==> src/design/adc_cal_pkg.sv <==
// Package of register map, field layout and carrier types for offset calibration
package adc_cal_pkg;
  localparam int unsigned ADDR_W = 8;
  localparam logic [7:0] OFFSET_CORRECTION_ADDR = 8'h18;
  localparam logic [7:0] CONTROL_ADDR = 8'h1c;
  localparam logic [7:0] RESULT_BASE_ADDR = 8'h20;
  localparam logic [7:0] RAW_STATUS_ADDR = 8'h60;
  localparam int unsigned NUM_CHANNELS = 16;
  localparam int unsigned RESULT_W = 10;
  localparam logic [9:0] CORRECTION_RESET = 10'h000;
  localparam logic [9:0] RESULT_RESET = 10'h000;
  localparam int unsigned CTRL_CAL_EN_BIT = 0;
  localparam int unsigned CTRL_BRIDGE_BIT = 1;
  localparam int unsigned CTRL_REF_LEVEL_BIT = 2;
  localparam int unsigned CTRL_CONV_EN_BIT = 5;
  localparam logic [31:0] CTRL_WRITE_MASK = 32'h0000_0027;

  typedef struct packed {
    logic valid;
    logic [3:0] channel;
    logic [9:0] value;
  } conv_result_t;

  typedef struct packed {
    logic cal_en;
    logic bridge_sel;
    logic reference_level_select;
    logic conv_en;
  } control_t;

  typedef enum logic [1:0] {
    REF_LOW_NO_BRIDGE = 2'b00,
    REF_HIGH_NO_BRIDGE = 2'b01,
    REF_LOW_BRIDGE = 2'b10,
    REF_HIGH_BRIDGE = 2'b11
  } cal_ref_t;

  typedef enum logic [1:0] {
    APB_IDLE = 2'b00,
    APB_SETUP = 2'b01,
    APB_ACCESS = 2'b10
  } apb_phase_t;
endpackage

==> src/design/offset_adder.sv <==
// Offset adder: raw result plus two's complement correction, truncated
`timescale 1ns/10ps
module offset_adder
  import adc_cal_pkg::*;
(
  raw_value,
  correction_value,
  corrected_value
);
  input wire logic [RESULT_W-1:0] raw_value;
  input wire logic [RESULT_W-1:0] correction_value;
  output logic [RESULT_W-1:0] corrected_value;

  logic [RESULT_W:0] sum_full;

  // Wraps on overflow; no saturation is applied
  always_comb
  begin
    sum_full = {1'b0, raw_value} + {1'b0, correction_value};
    corrected_value = sum_full[RESULT_W-1:0];
  end
endmodule // offset_adder

==> src/design/result_bank.sv <==
// Bank of per-channel result registers
`timescale 1ns/10ps
module result_bank
  import adc_cal_pkg::*;
(
  pclk,
  presetn,
  wr_en,
  wr_channel,
  wr_value,
  rd_channel,
  rd_value
);
  input wire logic pclk;
  input wire logic presetn;
  input wire logic wr_en;
  input wire logic [3:0] wr_channel;
  input wire logic [RESULT_W-1:0] wr_value;
  input wire logic [3:0] rd_channel;
  output logic [RESULT_W-1:0] rd_value;

  logic [RESULT_W-1:0] result_value_r [NUM_CHANNELS];
  logic [RESULT_W-1:0] result_value_nxt [NUM_CHANNELS];

  always_comb
  begin
    for (int i = 0; i < NUM_CHANNELS; i++)
    begin
      result_value_nxt[i] = result_value_r[i];
    end
    if (wr_en)
    begin
      result_value_nxt[wr_channel] = wr_value;
    end
  end

  always_ff @(posedge pclk or negedge presetn)
  begin
    if (!presetn)
    begin
      for (int i = 0; i < NUM_CHANNELS; i++)
      begin
        result_value_r[i] <= RESULT_RESET;
      end
    end
    else
    begin
      for (int i = 0; i < NUM_CHANNELS; i++)
      begin
        result_value_r[i] <= result_value_nxt[i];
      end
    end
  end

  assign rd_value = result_value_r[rd_channel];
endmodule // result_bank

==> src/design/adc_offset_calibration.sv <==
// Offset calibration and correction stage with APB register slave
//
// The APB interface to the registers was chosen for this implementation.
`timescale 1ns/10ps
module adc_offset_calibration
  import adc_cal_pkg::*;
(
  input wire logic pclk,
  input wire logic presetn,
  input wire logic psel,
  input wire logic penable,
  input wire logic pwrite,
  input wire logic [ADDR_W-1:0] paddr,
  input wire logic [31:0] pwdata,
  output logic [31:0] prdata,
  output logic pready,
  output logic pslverr,
  input wire conv_result_t core_result,
  output logic cal_mode,
  output logic [1:0] cal_ref_sel,
  output logic conv_enable
);

  // ==========================================================
  // Register state
  logic [RESULT_W-1:0] correction_value_r;
  logic [RESULT_W-1:0] correction_value_nxt;
  control_t ctrl_r;
  control_t ctrl_nxt;
  logic [31:0] prdata_r;
  logic [31:0] prdata_nxt;
  logic pready_r;
  logic pready_nxt;
  logic pslverr_r;
  logic pslverr_nxt;
  conv_result_t core_q_r;
  logic [RESULT_W-1:0] last_raw_r;
  logic [RESULT_W-1:0] last_raw_nxt;

  logic [RESULT_W-1:0] corrected;
  logic store_en;
  logic [RESULT_W-1:0] bank_rd;
  logic [3:0] bank_rd_ch;

  logic setup;
  logic wr_cycle;
  logic rd_cycle;

  function automatic logic is_result_addr(input logic [ADDR_W-1:0] a);
    is_result_addr = (a >= RESULT_BASE_ADDR) &&
      (a < RESULT_BASE_ADDR + 8'(NUM_CHANNELS * 4)) && (a[1:0] == 2'b00);
  endfunction

  function automatic logic is_mapped(input logic [ADDR_W-1:0] a);
    is_mapped = (a == OFFSET_CORRECTION_ADDR) || (a == CONTROL_ADDR) ||
      (a == RAW_STATUS_ADDR) || is_result_addr(a);
  endfunction

  // Answer one cycle after setup; pready pulses in the access phase
  // Write lands only at the edge where the master sees pready high
  assign setup = psel && !penable;
  assign wr_cycle = psel && penable && pready_r && pwrite && is_mapped(paddr);
  assign rd_cycle = setup && !pwrite;
  assign bank_rd_ch = 4'((paddr - RESULT_BASE_ADDR) >> 2);

  // ==========================================================
  // Datapath
  offset_adder u_adder
  (
    .raw_value(core_q_r.value),
    .correction_value(correction_value_r),
    .corrected_value(corrected)
  );

  // Calibration conversions never reach the result bank
  assign store_en = core_q_r.valid && !ctrl_r.cal_en;

  result_bank u_bank
  (
    .pclk(pclk),
    .presetn(presetn),
    .wr_en(store_en),
    .wr_channel(core_q_r.channel),
    .wr_value(corrected),
    .rd_channel(bank_rd_ch),
    .rd_value(bank_rd)
  );

  // ==========================================================
  // Next-state logic
  always_comb
  begin
    correction_value_nxt = correction_value_r;
    ctrl_nxt = ctrl_r;
    last_raw_nxt = last_raw_r;
    prdata_nxt = 32'h0000_0000;
    pready_nxt = setup;
    pslverr_nxt = setup && !is_mapped(paddr);
    if (wr_cycle && paddr == OFFSET_CORRECTION_ADDR)
    begin
      // Upper bits dropped; a write of zero clears the field
      correction_value_nxt = pwdata[RESULT_W-1:0];
    end
    if (wr_cycle && paddr == CONTROL_ADDR)
    begin
      // Converter enable does not touch the correction field
      ctrl_nxt.cal_en = pwdata[CTRL_CAL_EN_BIT];
      ctrl_nxt.bridge_sel = pwdata[CTRL_BRIDGE_BIT];
      ctrl_nxt.reference_level_select = pwdata[CTRL_REF_LEVEL_BIT];
      ctrl_nxt.conv_en = pwdata[CTRL_CONV_EN_BIT];
    end
    if (core_q_r.valid)
    begin
      last_raw_nxt = core_q_r.value;
    end
    // Conversion wins over a same-cycle software write in calibration mode
    if (core_q_r.valid && ctrl_r.cal_en)
    begin
      correction_value_nxt = core_q_r.value;
    end
    if (rd_cycle)
    begin
      if (paddr == OFFSET_CORRECTION_ADDR)
      begin
        prdata_nxt = {22'h000000, correction_value_r};
      end
      else if (paddr == CONTROL_ADDR)
      begin
        prdata_nxt[CTRL_CAL_EN_BIT] = ctrl_r.cal_en;
        prdata_nxt[CTRL_BRIDGE_BIT] = ctrl_r.bridge_sel;
        prdata_nxt[CTRL_REF_LEVEL_BIT] = ctrl_r.reference_level_select;
        prdata_nxt[CTRL_CONV_EN_BIT] = ctrl_r.conv_en;
      end
      else if (paddr == RAW_STATUS_ADDR)
      begin
        prdata_nxt = {22'h000000, last_raw_r};
      end
      else if (is_result_addr(paddr))
      begin
        prdata_nxt = {22'h000000, bank_rd};
      end
    end
  end

  // ==========================================================
  // Registers
  always_ff @(posedge pclk or negedge presetn)
  begin
    if (!presetn)
    begin
      correction_value_r <= CORRECTION_RESET;
      ctrl_r <= '0;
      last_raw_r <= RESULT_RESET;
      prdata_r <= 32'h0000_0000;
      pready_r <= 1'b0;
      pslverr_r <= 1'b0;
      core_q_r <= '0;
    end
    else
    begin
      correction_value_r <= correction_value_nxt;
      ctrl_r <= ctrl_nxt;
      last_raw_r <= last_raw_nxt;
      prdata_r <= prdata_nxt;
      pready_r <= pready_nxt;
      pslverr_r <= pslverr_nxt;
      core_q_r <= core_result;
    end
  end

  assign prdata = prdata_r;
  assign pready = pready_r;
  assign pslverr = pslverr_r;
  assign cal_mode = ctrl_r.cal_en;
  assign cal_ref_sel = {ctrl_r.bridge_sel, ctrl_r.reference_level_select};
  assign conv_enable = ctrl_r.conv_en;

  // ==========================================================
  // Assertions
  AST_CAL_CAPTURE: assert property (@(posedge pclk) disable iff (!presetn)
    core_q_r.valid && ctrl_r.cal_en |=> correction_value_r == $past(core_q_r.value))
    else $error("Calibration conversion not captured");

  AST_NO_STORE_IN_CAL: assert property (@(posedge pclk) disable iff (!presetn)
    ctrl_r.cal_en |-> !store_en)
    else $error("Result stored during calibration");

  AST_STORE_SUM: assert property (@(posedge pclk) disable iff (!presetn)
    store_en |-> corrected == 10'(core_q_r.value + correction_value_r))
    else $error("Corrected result is not the truncated sum");

  AST_ZERO_PASS: assert property (@(posedge pclk) disable iff (!presetn)
    store_en && correction_value_r == CORRECTION_RESET |-> corrected == core_q_r.value)
    else $error("Zero correction changed the result");

  AST_WRITE_TAKES: assert property (@(posedge pclk) disable iff (!presetn)
    wr_cycle && paddr == OFFSET_CORRECTION_ADDR && !(core_q_r.valid && ctrl_r.cal_en)
    |=> correction_value_r == $past(pwdata[RESULT_W-1:0]))
    else $error("Correction write lost");

  AST_READ_UPPER_ZERO: assert property (@(posedge pclk) disable iff (!presetn)
    rd_cycle && paddr == OFFSET_CORRECTION_ADDR |=> pready && prdata[31:10] == 22'h0)
    else $error("Reserved correction bits not zero");

  AST_READ_VALUE: assert property (@(posedge pclk) disable iff (!presetn)
    rd_cycle && paddr == OFFSET_CORRECTION_ADDR |=> prdata[9:0] == $past(correction_value_r))
    else $error("Correction read mismatch");

  AST_CONV_EN_KEEP: assert property (@(posedge pclk) disable iff (!presetn)
    wr_cycle && paddr == CONTROL_ADDR && !core_q_r.valid
    |=> correction_value_r == $past(correction_value_r))
    else $error("Control write disturbed correction");

  AST_REF_SEL: assert property (@(posedge pclk) disable iff (!presetn)
    wr_cycle && paddr == CONTROL_ADDR
    |=> cal_ref_sel == {$past(pwdata[CTRL_BRIDGE_BIT]), $past(pwdata[CTRL_REF_LEVEL_BIT])})
    else $error("Reference select not applied");

  AST_STORE_BANK: assert property (@(posedge pclk) disable iff (!presetn)
    store_en |=> u_bank.result_value_r[$past(core_q_r.channel)] == $past(corrected))
    else $error("Result register not updated");

endmodule // adc_offset_calibration

==> config.mk <==
export PLATFORM = sky130hd
export DESIGN_NAME = adc_offset_calibration
export DESIGN_NICKNAME = d
export VERILOG_FILES = /design/src/design/adc_cal_pkg.sv /design/src/design/offset_adder.sv /design/src/design/result_bank.sv /design/src/design/adc_offset_calibration.sv
export SDC_FILE = /design/constraint.sdc
export NUM_CORES = 1
export LEC_CHECK = 0
export BUFFER_PORTS_ARGS = -buffer_cell sky130_fd_sc_hd__buf_2
export CORE_MARGIN = 4
export CORE_UTILIZATION = 60
export CTS_CLUSTER_SIZE = 12
export DETAILED_ROUTE_END_ITERATION = 7
export GPL_ROUTABILITY_DRIVEN = 0
export PLACE_DENSITY = 0.81
export SYNTH_ARGS = -nofsm -noshare
export SYNTH_HDL_FRONTEND = slang
export SYNTH_SLANG_ARGS = --single-unit
==> constraint.sdc <==
create_clock -name pclk -period 5.04 [get_ports pclk]
set_clock_uncertainty 0.05 [all_clocks]
set_input_delay 0 -clock pclk [delete_from_list [all_inputs] [get_ports pclk]]
set_output_delay 0 -clock pclk [all_outputs]
set_load 0.02 [all_outputs]
==> out/metrics.cfg, run 1 <==
[logic_synthesis]
synthFlopType = dfrtp_1
yosysSeqAreaShare_pct = 50.5
post-synth-top-count-cell = nand2_1
post_synth_and_or_nand_nor_area_fraction_pct = 14.7
syn_inst = 1006
synth_warnings = 0
yosys_register_bits = 211
synthArstFlopShare_pct = 100
synth_enable_flop_cells = 0
synth_compound_area_share_pct = 14.5
synth_top_family_by_area = simple AND/OR/NAND/NOR gates
synth_common_cells = nand2_1 (220), dfrtp_1 (211), clkbuf_1 (66), o21ai_0 (65), o31ai_1 (48)
synth_top_area_share_pct = 50.5
synth_adder_area_share_pct = 1.27
synth_cell_types = 55
syn_avg_cell_area_um2 = 10.4
yosys.area_share.xor_xnor_pct = 0.670
synth_area_leader_cell = dfrtp_1
synthMuxAreaShare_pct = 13.1
netlist_area_um2 = 10500
synth_area_leaders = dfrtp_1 (51%), nand2_1 (7.9%), mux4_2 (6.0%), mux2_2 (4.1%), o31ai_1 (3.4%)

[clock_network]
clockRootBuffer = clkbuf_16
cts_sinks = 211
cts_tree = yes
postCtsSetupBuffers = 0
cts_buffers = 22
cts_buffer_depth = 3
clk_latency_ps = 500
htree_levels = 1
clk_pin_slew_ps = 60

[grt]
grt_util_met2_pct = 45.3
met1_usage_pct = 37.1
gr-usage-met3_pct = 4.98
top_usage_layer = met2
grt_pass1_vias = 8116
grt_usage_pct = 27.3
grt_first_pass_wirelength_um = 43100
grt_max_degree = 114
overflow = 0
antenna_found_initial = 0

[timing]
rsz0062_at_grt = no
period_needed_ps = 3020
fmax_mhz = 331
tightest_slew_ps = 1250
setup_tns_ps = 0
worst_slack_ps = 2020
final-setup-viol-count = 0
finalCritPeriodShare_pct = 60.0
finalMaxSlewViolations = 0
slew-limit-headroom_pct = 16.1
finalHoldViolCount = 0

[finish]
syn_to_final_growth_pct = 11.0
ff_latch_area_um2 = 5280
drive_gt1_share_pct = 16.6
fill_cells = 1186
multi_input_area_um2 = 4710
antenna_cells = 0
nNetsFinal = 1104

[critical_path]
start_kind = flop
critPathTopFamily = compound AO/OA/AOI/OAI gates
critPathKind = reg2reg
critPathMaxFanout = 18
cp.depth = 8
crit_slowest_cell = a21oi_1
crit_path_cell_trace = ha_1 -> fa_1 -> a211oi_1 -> o21ai_1 -> buf_4 -> a21oi_1 -> buf_4 -> o211ai_1
critPathMostFrequentCell = buf_4
arrival_ps = 3330
rr_worst_depth = 8
cpPeakStageDelay_ps = 560
worstSetupEndpointType = flop
required_ps = 5350
crit_buf_inv = 2

[power]
switching_share_pct = 27.4
power_density_nw_per_um2 = 384
clkPwrFrac_pct = 34.4
vdd_drop_max_uv = 324
seqPwrFrac_pct = 48.9
switching_power_mw = 1.22
power_frac_comb_pct = 16.7
p_int_mw = 3.23
leakage_nw = 5.19

[placement]
dpl.hpwl_um = 16800
post-place-ws_ps = 2140
numPortBuffers = 53

[routing]
post_drt_wl_per_cell_um = 21.2
wl_um = 26800
drt_iter0_drc = 724
viasPerCell = 6.32
dr.pass1.iters = 7
route.detailed.drc = 0
via_count = 7984
ant_nets = 0

[job]
cap_violations = 0

[status]
status = finished clean

[floorplan]
start_util_pct = 62.1
die_area_um2 = 19600
num_io_pins = 98
coreArea_um2 = 16800
die_y_um = 140
fp-row-count = 47
die_w_um = 140

[worst_hold_path]
holdPathStages = 3
min_path_type = in2reg

-- what timing repair did --
item                                   in CTS  in global routing
hold buffers                               31                  0
endpoints found under the hold margin     145                  0
resized for setup                           0                  0
-- kinds of logic after synthesis --
logic type               count (synthesis)
flip-flops                             211
buffers and inverters                  114
other                                    1
XOR/XNOR                                 8
adder cells (fa/ha/maj)                 10
AO/OA/AOI/OAI                          219
multiplexers                            97
AND/OR/NAND/NOR                        346
-- final timing paths --
kind                                                       start                                endpoint  slack (ps)
max                            correction_value_r[0]$_DFFE_PN0P_   u_bank.result_value_r[88]$_DFFE_PN0P_        2020
min                                                       pwrite                     prdata[8]$_DFF_PN0_          60
max in group asynchronous                                presetn  u_bank.result_value_r[115]$_DFFE_PN0P_        3500
min reg2reg                u_bank.result_value_r[89]$_DFFE_PN0P_   u_bank.result_value_r[89]$_DFFE_PN0P_         420
min in group asynchronous                                presetn  u_bank.result_value_r[154]$_DFFE_PN0P_         140
max reg2reg                    correction_value_r[0]$_DFFE_PN0P_   u_bank.result_value_r[88]$_DFFE_PN0P_        2020
-- layout make-up --
class | instances | area share (%)
inverters | 3 | 0.0971
clock buffers | 32 | 5.69
well taps | 220 | 2.37
flip-flops and latches | 211 | 45.5
multi-input cells | 702 | 40.6
repair buffers | 94 | 5.69
clock inverters | 1 | 0.0432
-- per-stage QoR --
stage	power (mW)	hold WS (ps)	cells	utilization, %	area [um^2]
final	4.45	56.4	1263	68.9	11600
after global routing	4.65	106	1263	68.9	11600
after CTS	4.45	22.2	1263	68.9	11600
after detailed placement	2.91	59.3	1199	63.2	10600
after global placement	2.86	57.5	1199	63.2	10600
after floorplan	2.69	-346	1027	-	10500
-- registers in the layout, summed over array words and instances, names as in the netlist, 2 cells and up --
name                   cells
core_q_r                  15
last_raw_r                10
prdata                    10
u_bank.result_value_r    160
correction_value_r        10
cal_ref_sel                2
-- layout by cell type, fill, tap and decap left out, types with 15 or more instances in the layout --
master	Yosys	layout
nor2_1	22	22
o21ai_0	65	65
o31ai_1	48	48
o211ai_1	20	20
a211oi_1	18	18
mux2_2	38	38
conb_1	1	22
dlygate4sd3_1	0	31
mux4_2	28	28
clkbuf_16	0	23
dfrtp_1	211	211
buf_2	15	52
nand2_1	220	220
a2111o_1	16	16
a22oi_1	15	15
mux2i_1	31	31
nor3_1	38	38
-- worst reg2reg max path, cell delays in order (launching register included) --
cell and delay [ps]:
dfrtp_1 410, ha_1 260, fa_1 480, a211oi_1 330
o21ai_1 130, buf_4 220, a21oi_1 570, buf_4 300
o211ai_1 120
-- power groups by stage --
stage / clock (mW) / sequential (mW) / combinational, mW
2_1_floorplan: 0 / 2.14 / 0.551
3_3_place_gp: 0 / 2.18 / 0.683
3_5_place_dp: 0 / 2.20 / 0.712
4_1_cts: 1.53 / 2.17 / 0.739
5_1_grt: 1.61 / 2.21 / 0.831
6_report: 1.53 / 2.18 / 0.743
-- routing by layer --
| metal | up-vias | routed length [um] |
|---|---|---|
| met5 | - | 0 |
| met4 | 0 | 811 |
| met3 | 64 | 1870 |
| met2 | 323 | 13100 |
| met1 | 3994 | 11000 |
| li1 | 3603 | - |
Power figures use the tool's default switching activity.
==> inputs of run 2 (changes only) <==
--- a/config.mk
+++ b/config.mk
@@ -5,13 +5,14 @@
 export SDC_FILE = /design/constraint.sdc
 export NUM_CORES = 1
 export LEC_CHECK = 0
+export ABC_AREA = 1
 export BUFFER_PORTS_ARGS = -buffer_cell sky130_fd_sc_hd__buf_2
 export CORE_MARGIN = 4
 export CORE_UTILIZATION = 60
 export CTS_CLUSTER_SIZE = 12
 export DETAILED_ROUTE_END_ITERATION = 7
 export GPL_ROUTABILITY_DRIVEN = 0
-export PLACE_DENSITY = 0.81
+export PLACE_DENSITY = 0.8
 export SYNTH_ARGS = -nofsm -noshare
 export SYNTH_HDL_FRONTEND = slang
 export SYNTH_SLANG_ARGS = --single-unit
==> constraint.sdc (replaced) <==
create_clock -name pclk -period 2.9 [get_ports pclk]
set_clock_uncertainty 0.05 [all_clocks]
set_input_delay 0 -clock pclk [delete_from_list [all_inputs] [get_ports pclk]]
set_output_delay 0 -clock pclk [all_outputs]
set_load 0.02 [all_outputs]
==> out/metrics.cfg, run 2 <==
[critical_path]
critPathKind = reg2reg
crit_slowest_cell = fa_1
crit_path_cell_trace = ha_1 -> fa_1 -> nand3_1 -> nand3_2 -> nand2_1 -> nand2_1 -> nand2_1 -> nand2_1 -> o21ai_0
start_kind = flop
arrival_ps = 2720  ; -610 ps
cpPeakStageDelay_ps = 430  ; -130 ps
worstSetupEndpointType = flop
required_ps = 3260  ; -2090 ps
critPathMostFrequentCell = nand2_1
critPathMaxFanout = 16  ; -2

[power]
p_total_mw = 7.95  ; +79%
leakage_nw = 6.17  ; +19%
vdd_drop_max_uv = 512  ; +58%
power_density_nw_per_um2 = 665  ; +73%

[clock_network]
clk_pin_slew_ps = 60  ; about the same
cts_sinks = 211  ; unchanged
cts_buffer_depth = 3  ; unchanged
cts_buffers = 23  ; +4.5%
clockRootBuffer = clkbuf_16
cts_tree = yes
htree_levels = 1  ; unchanged
clk_latency_ps = 510  ; about the same
postCtsSetupBuffers = 0  ; unchanged

[finish]
syn_to_final_growth_pct = 13.1
largest-register = u_bank.result_value_r
antenna_cells = 0  ; unchanged
largest_reg_flops = 160  ; unchanged
nNetsFinal = 1476  ; +34%
drive_gt1_share_pct = 12.7  ; -3.9 points
top_regs = u_bank.result_value_r: 160 flops, core_q_r: 15 flops
final_cells = 1646  ; +30%
final_cell_mix = nand2_1 (446), dfrtp_1 (211), nand3_1 (155)
final_common_cell = nand2_1

[logic_synthesis]
syn_inst = 1332  ; +32%
synth_top_area_share_pct = 49.9  ; -0.58 points
synth_common_cells = nand2_1 (446), dfrtp_1 (211), nand3_1 (155), inv_1 (96), o21ai_0 (75)
yosys_register_bits = 211  ; unchanged
post-synth-top-count-cell = nand2_1
synthArstFlopShare_pct = 100  ; unchanged
syn_avg_cell_area_um2 = 7.94  ; -24%
yosysSeqAreaShare_pct = 49.9  ; -0.58 points
synth_cell_types = 42  ; -24%
netlist_area_um2 = 10600  ; +1.2%
synth_area_leaders = dfrtp_1 (50%), nand2_1 (16%), nand3_1 (7.3%), o21ai_0 (3.6%), inv_1 (3.4%)
synth_enable_flop_cells = 0  ; unchanged
synth_area_leader_cell = dfrtp_1
synthFlopType = dfrtp_1
synth_warnings = 0  ; unchanged

[timing]
timing.hold.ws_ps = 14.9  ; -41.5 ps
setup_tns_ps = 0  ; unchanged
period_needed_ps = 2360  ; -661 ps
final-setup-viol-count = 0  ; unchanged
finalMaxSlewViolations = 0  ; unchanged
worst_slack_ps = 537  ; -1480 ps
slew-limit-headroom_pct = 44.2  ; +28 points
finalHoldViolCount = 0  ; unchanged
finalCritPeriodShare_pct = 81.5  ; +21 points
fmax_mhz = 423  ; +28%
rsz0062_at_grt = no
tightest_slew_ps = 837  ; -417 ps

[floorplan]
num_io_pins = 98  ; unchanged
die_y_um = 141  ; +0.55%
die_area_um2 = 19800  ; +1.1%
die_w_um = 141  ; +0.55%
fp-row-count = 48  ; +2.1%
coreArea_um2 = 17300  ; +2.8%
start_util_pct = 61.1  ; -1.0 points

[placement]
dpl.hpwl_um = 17700  ; +5.2%
numPlacedInstances = 1568  ; +31%
post-place-ws_ps = 561  ; -1580 ps
numPortBuffers = 53  ; unchanged

[routing]
via_count = 9229  ; +16%
drt_iter0_drc = 1005  ; +39%
wl_um = 27700  ; +3.6%
ant_nets = 0  ; unchanged
viasPerCell = 5.61  ; -11%
route.detailed.drc = 0  ; unchanged
post_drt_wl_per_cell_um = 16.8  ; -21%
dr.pass1.iters = 5  ; -2

[job]
cap_violations = 0  ; unchanged

[grt]
grt_pass1_vias = 9208  ; +13%
antenna_found_initial = 0  ; unchanged
grt_usage_pct = 28.7  ; +1.4 points
grt_first_pass_wirelength_um = 46400  ; +7.6%
grt_max_degree = 101  ; -11%
overflow = 0  ; unchanged

[worst_hold_path]
min_path_type = in2reg

[status]
status = finished clean

[run 2: changes by cell type in the layout (fill, tap and decap cells not counted), sizes merged, moves of 18 or more]
cell,previous run,this run
nor2,22,90
o31ai,48,0
mux2i,31,0
mux4,28,0
o21ai,68,139
nor3,38,10
inv,2,120
nand3,4,158
nand2,220,450
a211oi,19,1
mux2,38,0
[run 2: metal layers]
| layer | wire (um) | GRT usage [%] | up-vias |
|---|---|---|---|
| met5 | 0 | 0 | - |
| met4 | 911 | 11.2 | 0 |
| met3 | 2100 | 4.44 | 72 |
| met2 | 13300 | 47.1 | 422 |
| met1 | 11400 | 38.8 | 4405 |
| li1 | - | - | 4330 |
[run 2: final timing paths]
| kind | from | end | slack, ps | cells past startpoint |
|---|---|---|---|---|
| worst min register to register | last_raw_r[0]$_DFFE_PN0P_ | last_raw_r[0]$_DFFE_PN0P_ | 420 | 2 |
| worst min-delay path | paddr[6] | prdata[5]$_DFF_PN0_ | 10 | 5 |
| worst max-delay path | correction_value_r[0]$_DFFE_PN0P_ | u_bank.result_value_r[148]$_DFFE_PN0P_ | 540 | 9 |
| max in group asynchronous | presetn | u_bank.result_value_r[115]$_DFFE_PN0P_ | 1850 | 3 |
| min in group asynchronous | presetn | correction_value_r[3]$_DFFE_PN0P_ | 100 | 2 |
| worst max register to register | correction_value_r[0]$_DFFE_PN0P_ | u_bank.result_value_r[148]$_DFFE_PN0P_ | 540 | 9 |
[run 2: critical path, delay by kind of cell (launching register included)]
family                   cells  cell delay (ps)
AO/OA/AOI/OAI                1              320
flip-flops                   1              390
AND/OR/NAND/NOR              6              820
adder cells (fa/ha/maj)      2              680
[run 2: repair_timing]
| item | 4_1_cts | 5_1_grt |
|---|---|---|
| hold buffers | 38 | 0 |
| resized for setup | 0 | 0 |
| endpoints found under the setup margin | 0 | 0 |
| hold endpoints to repair | 138 | 0 |
[run 2: cell families after synthesis]
group	after synthesis	synth area share, %
DFF	211	49.9
xor gates and xnor gates	4	0.473
AOI/OAI and AO/OA	176	8.77
adders and majority gates	10	1.25
and+or+nand+nor	724	30.2
other	1	0.0355
buffers and inverters	206	9.37
[run 2: area by class of cell]
type	instances	area, um^2
Sequential cell	211	5280
Fill cell	1372	5340
Clock inverter	3	21.3
Timing Repair Buffer	113	845
Clock buffer	37	698
Tap cell	225	282
Multi-Input combinational cell	936	4380
Inverter	121	454
[run 2: metrics by stage]
stage                     utilization, %  cell area (um^2)
after floorplan                        -             10700
after global routing                69.1             12000
after CTS                           69.1             12000
after detailed placement            62.8             10900
final                               69.1             12000
after global placement              62.8             10900
[run 2: power by group]
group / leakage, nW / internal, mW / switching (mW)
combinational: 3.14 / 0.504 / 0.879
clock: 0.351 / 1.64 / 1.16
sequential: 2.68 / 3.49 / 0.290
total: 6.17 / 5.63 / 2.32
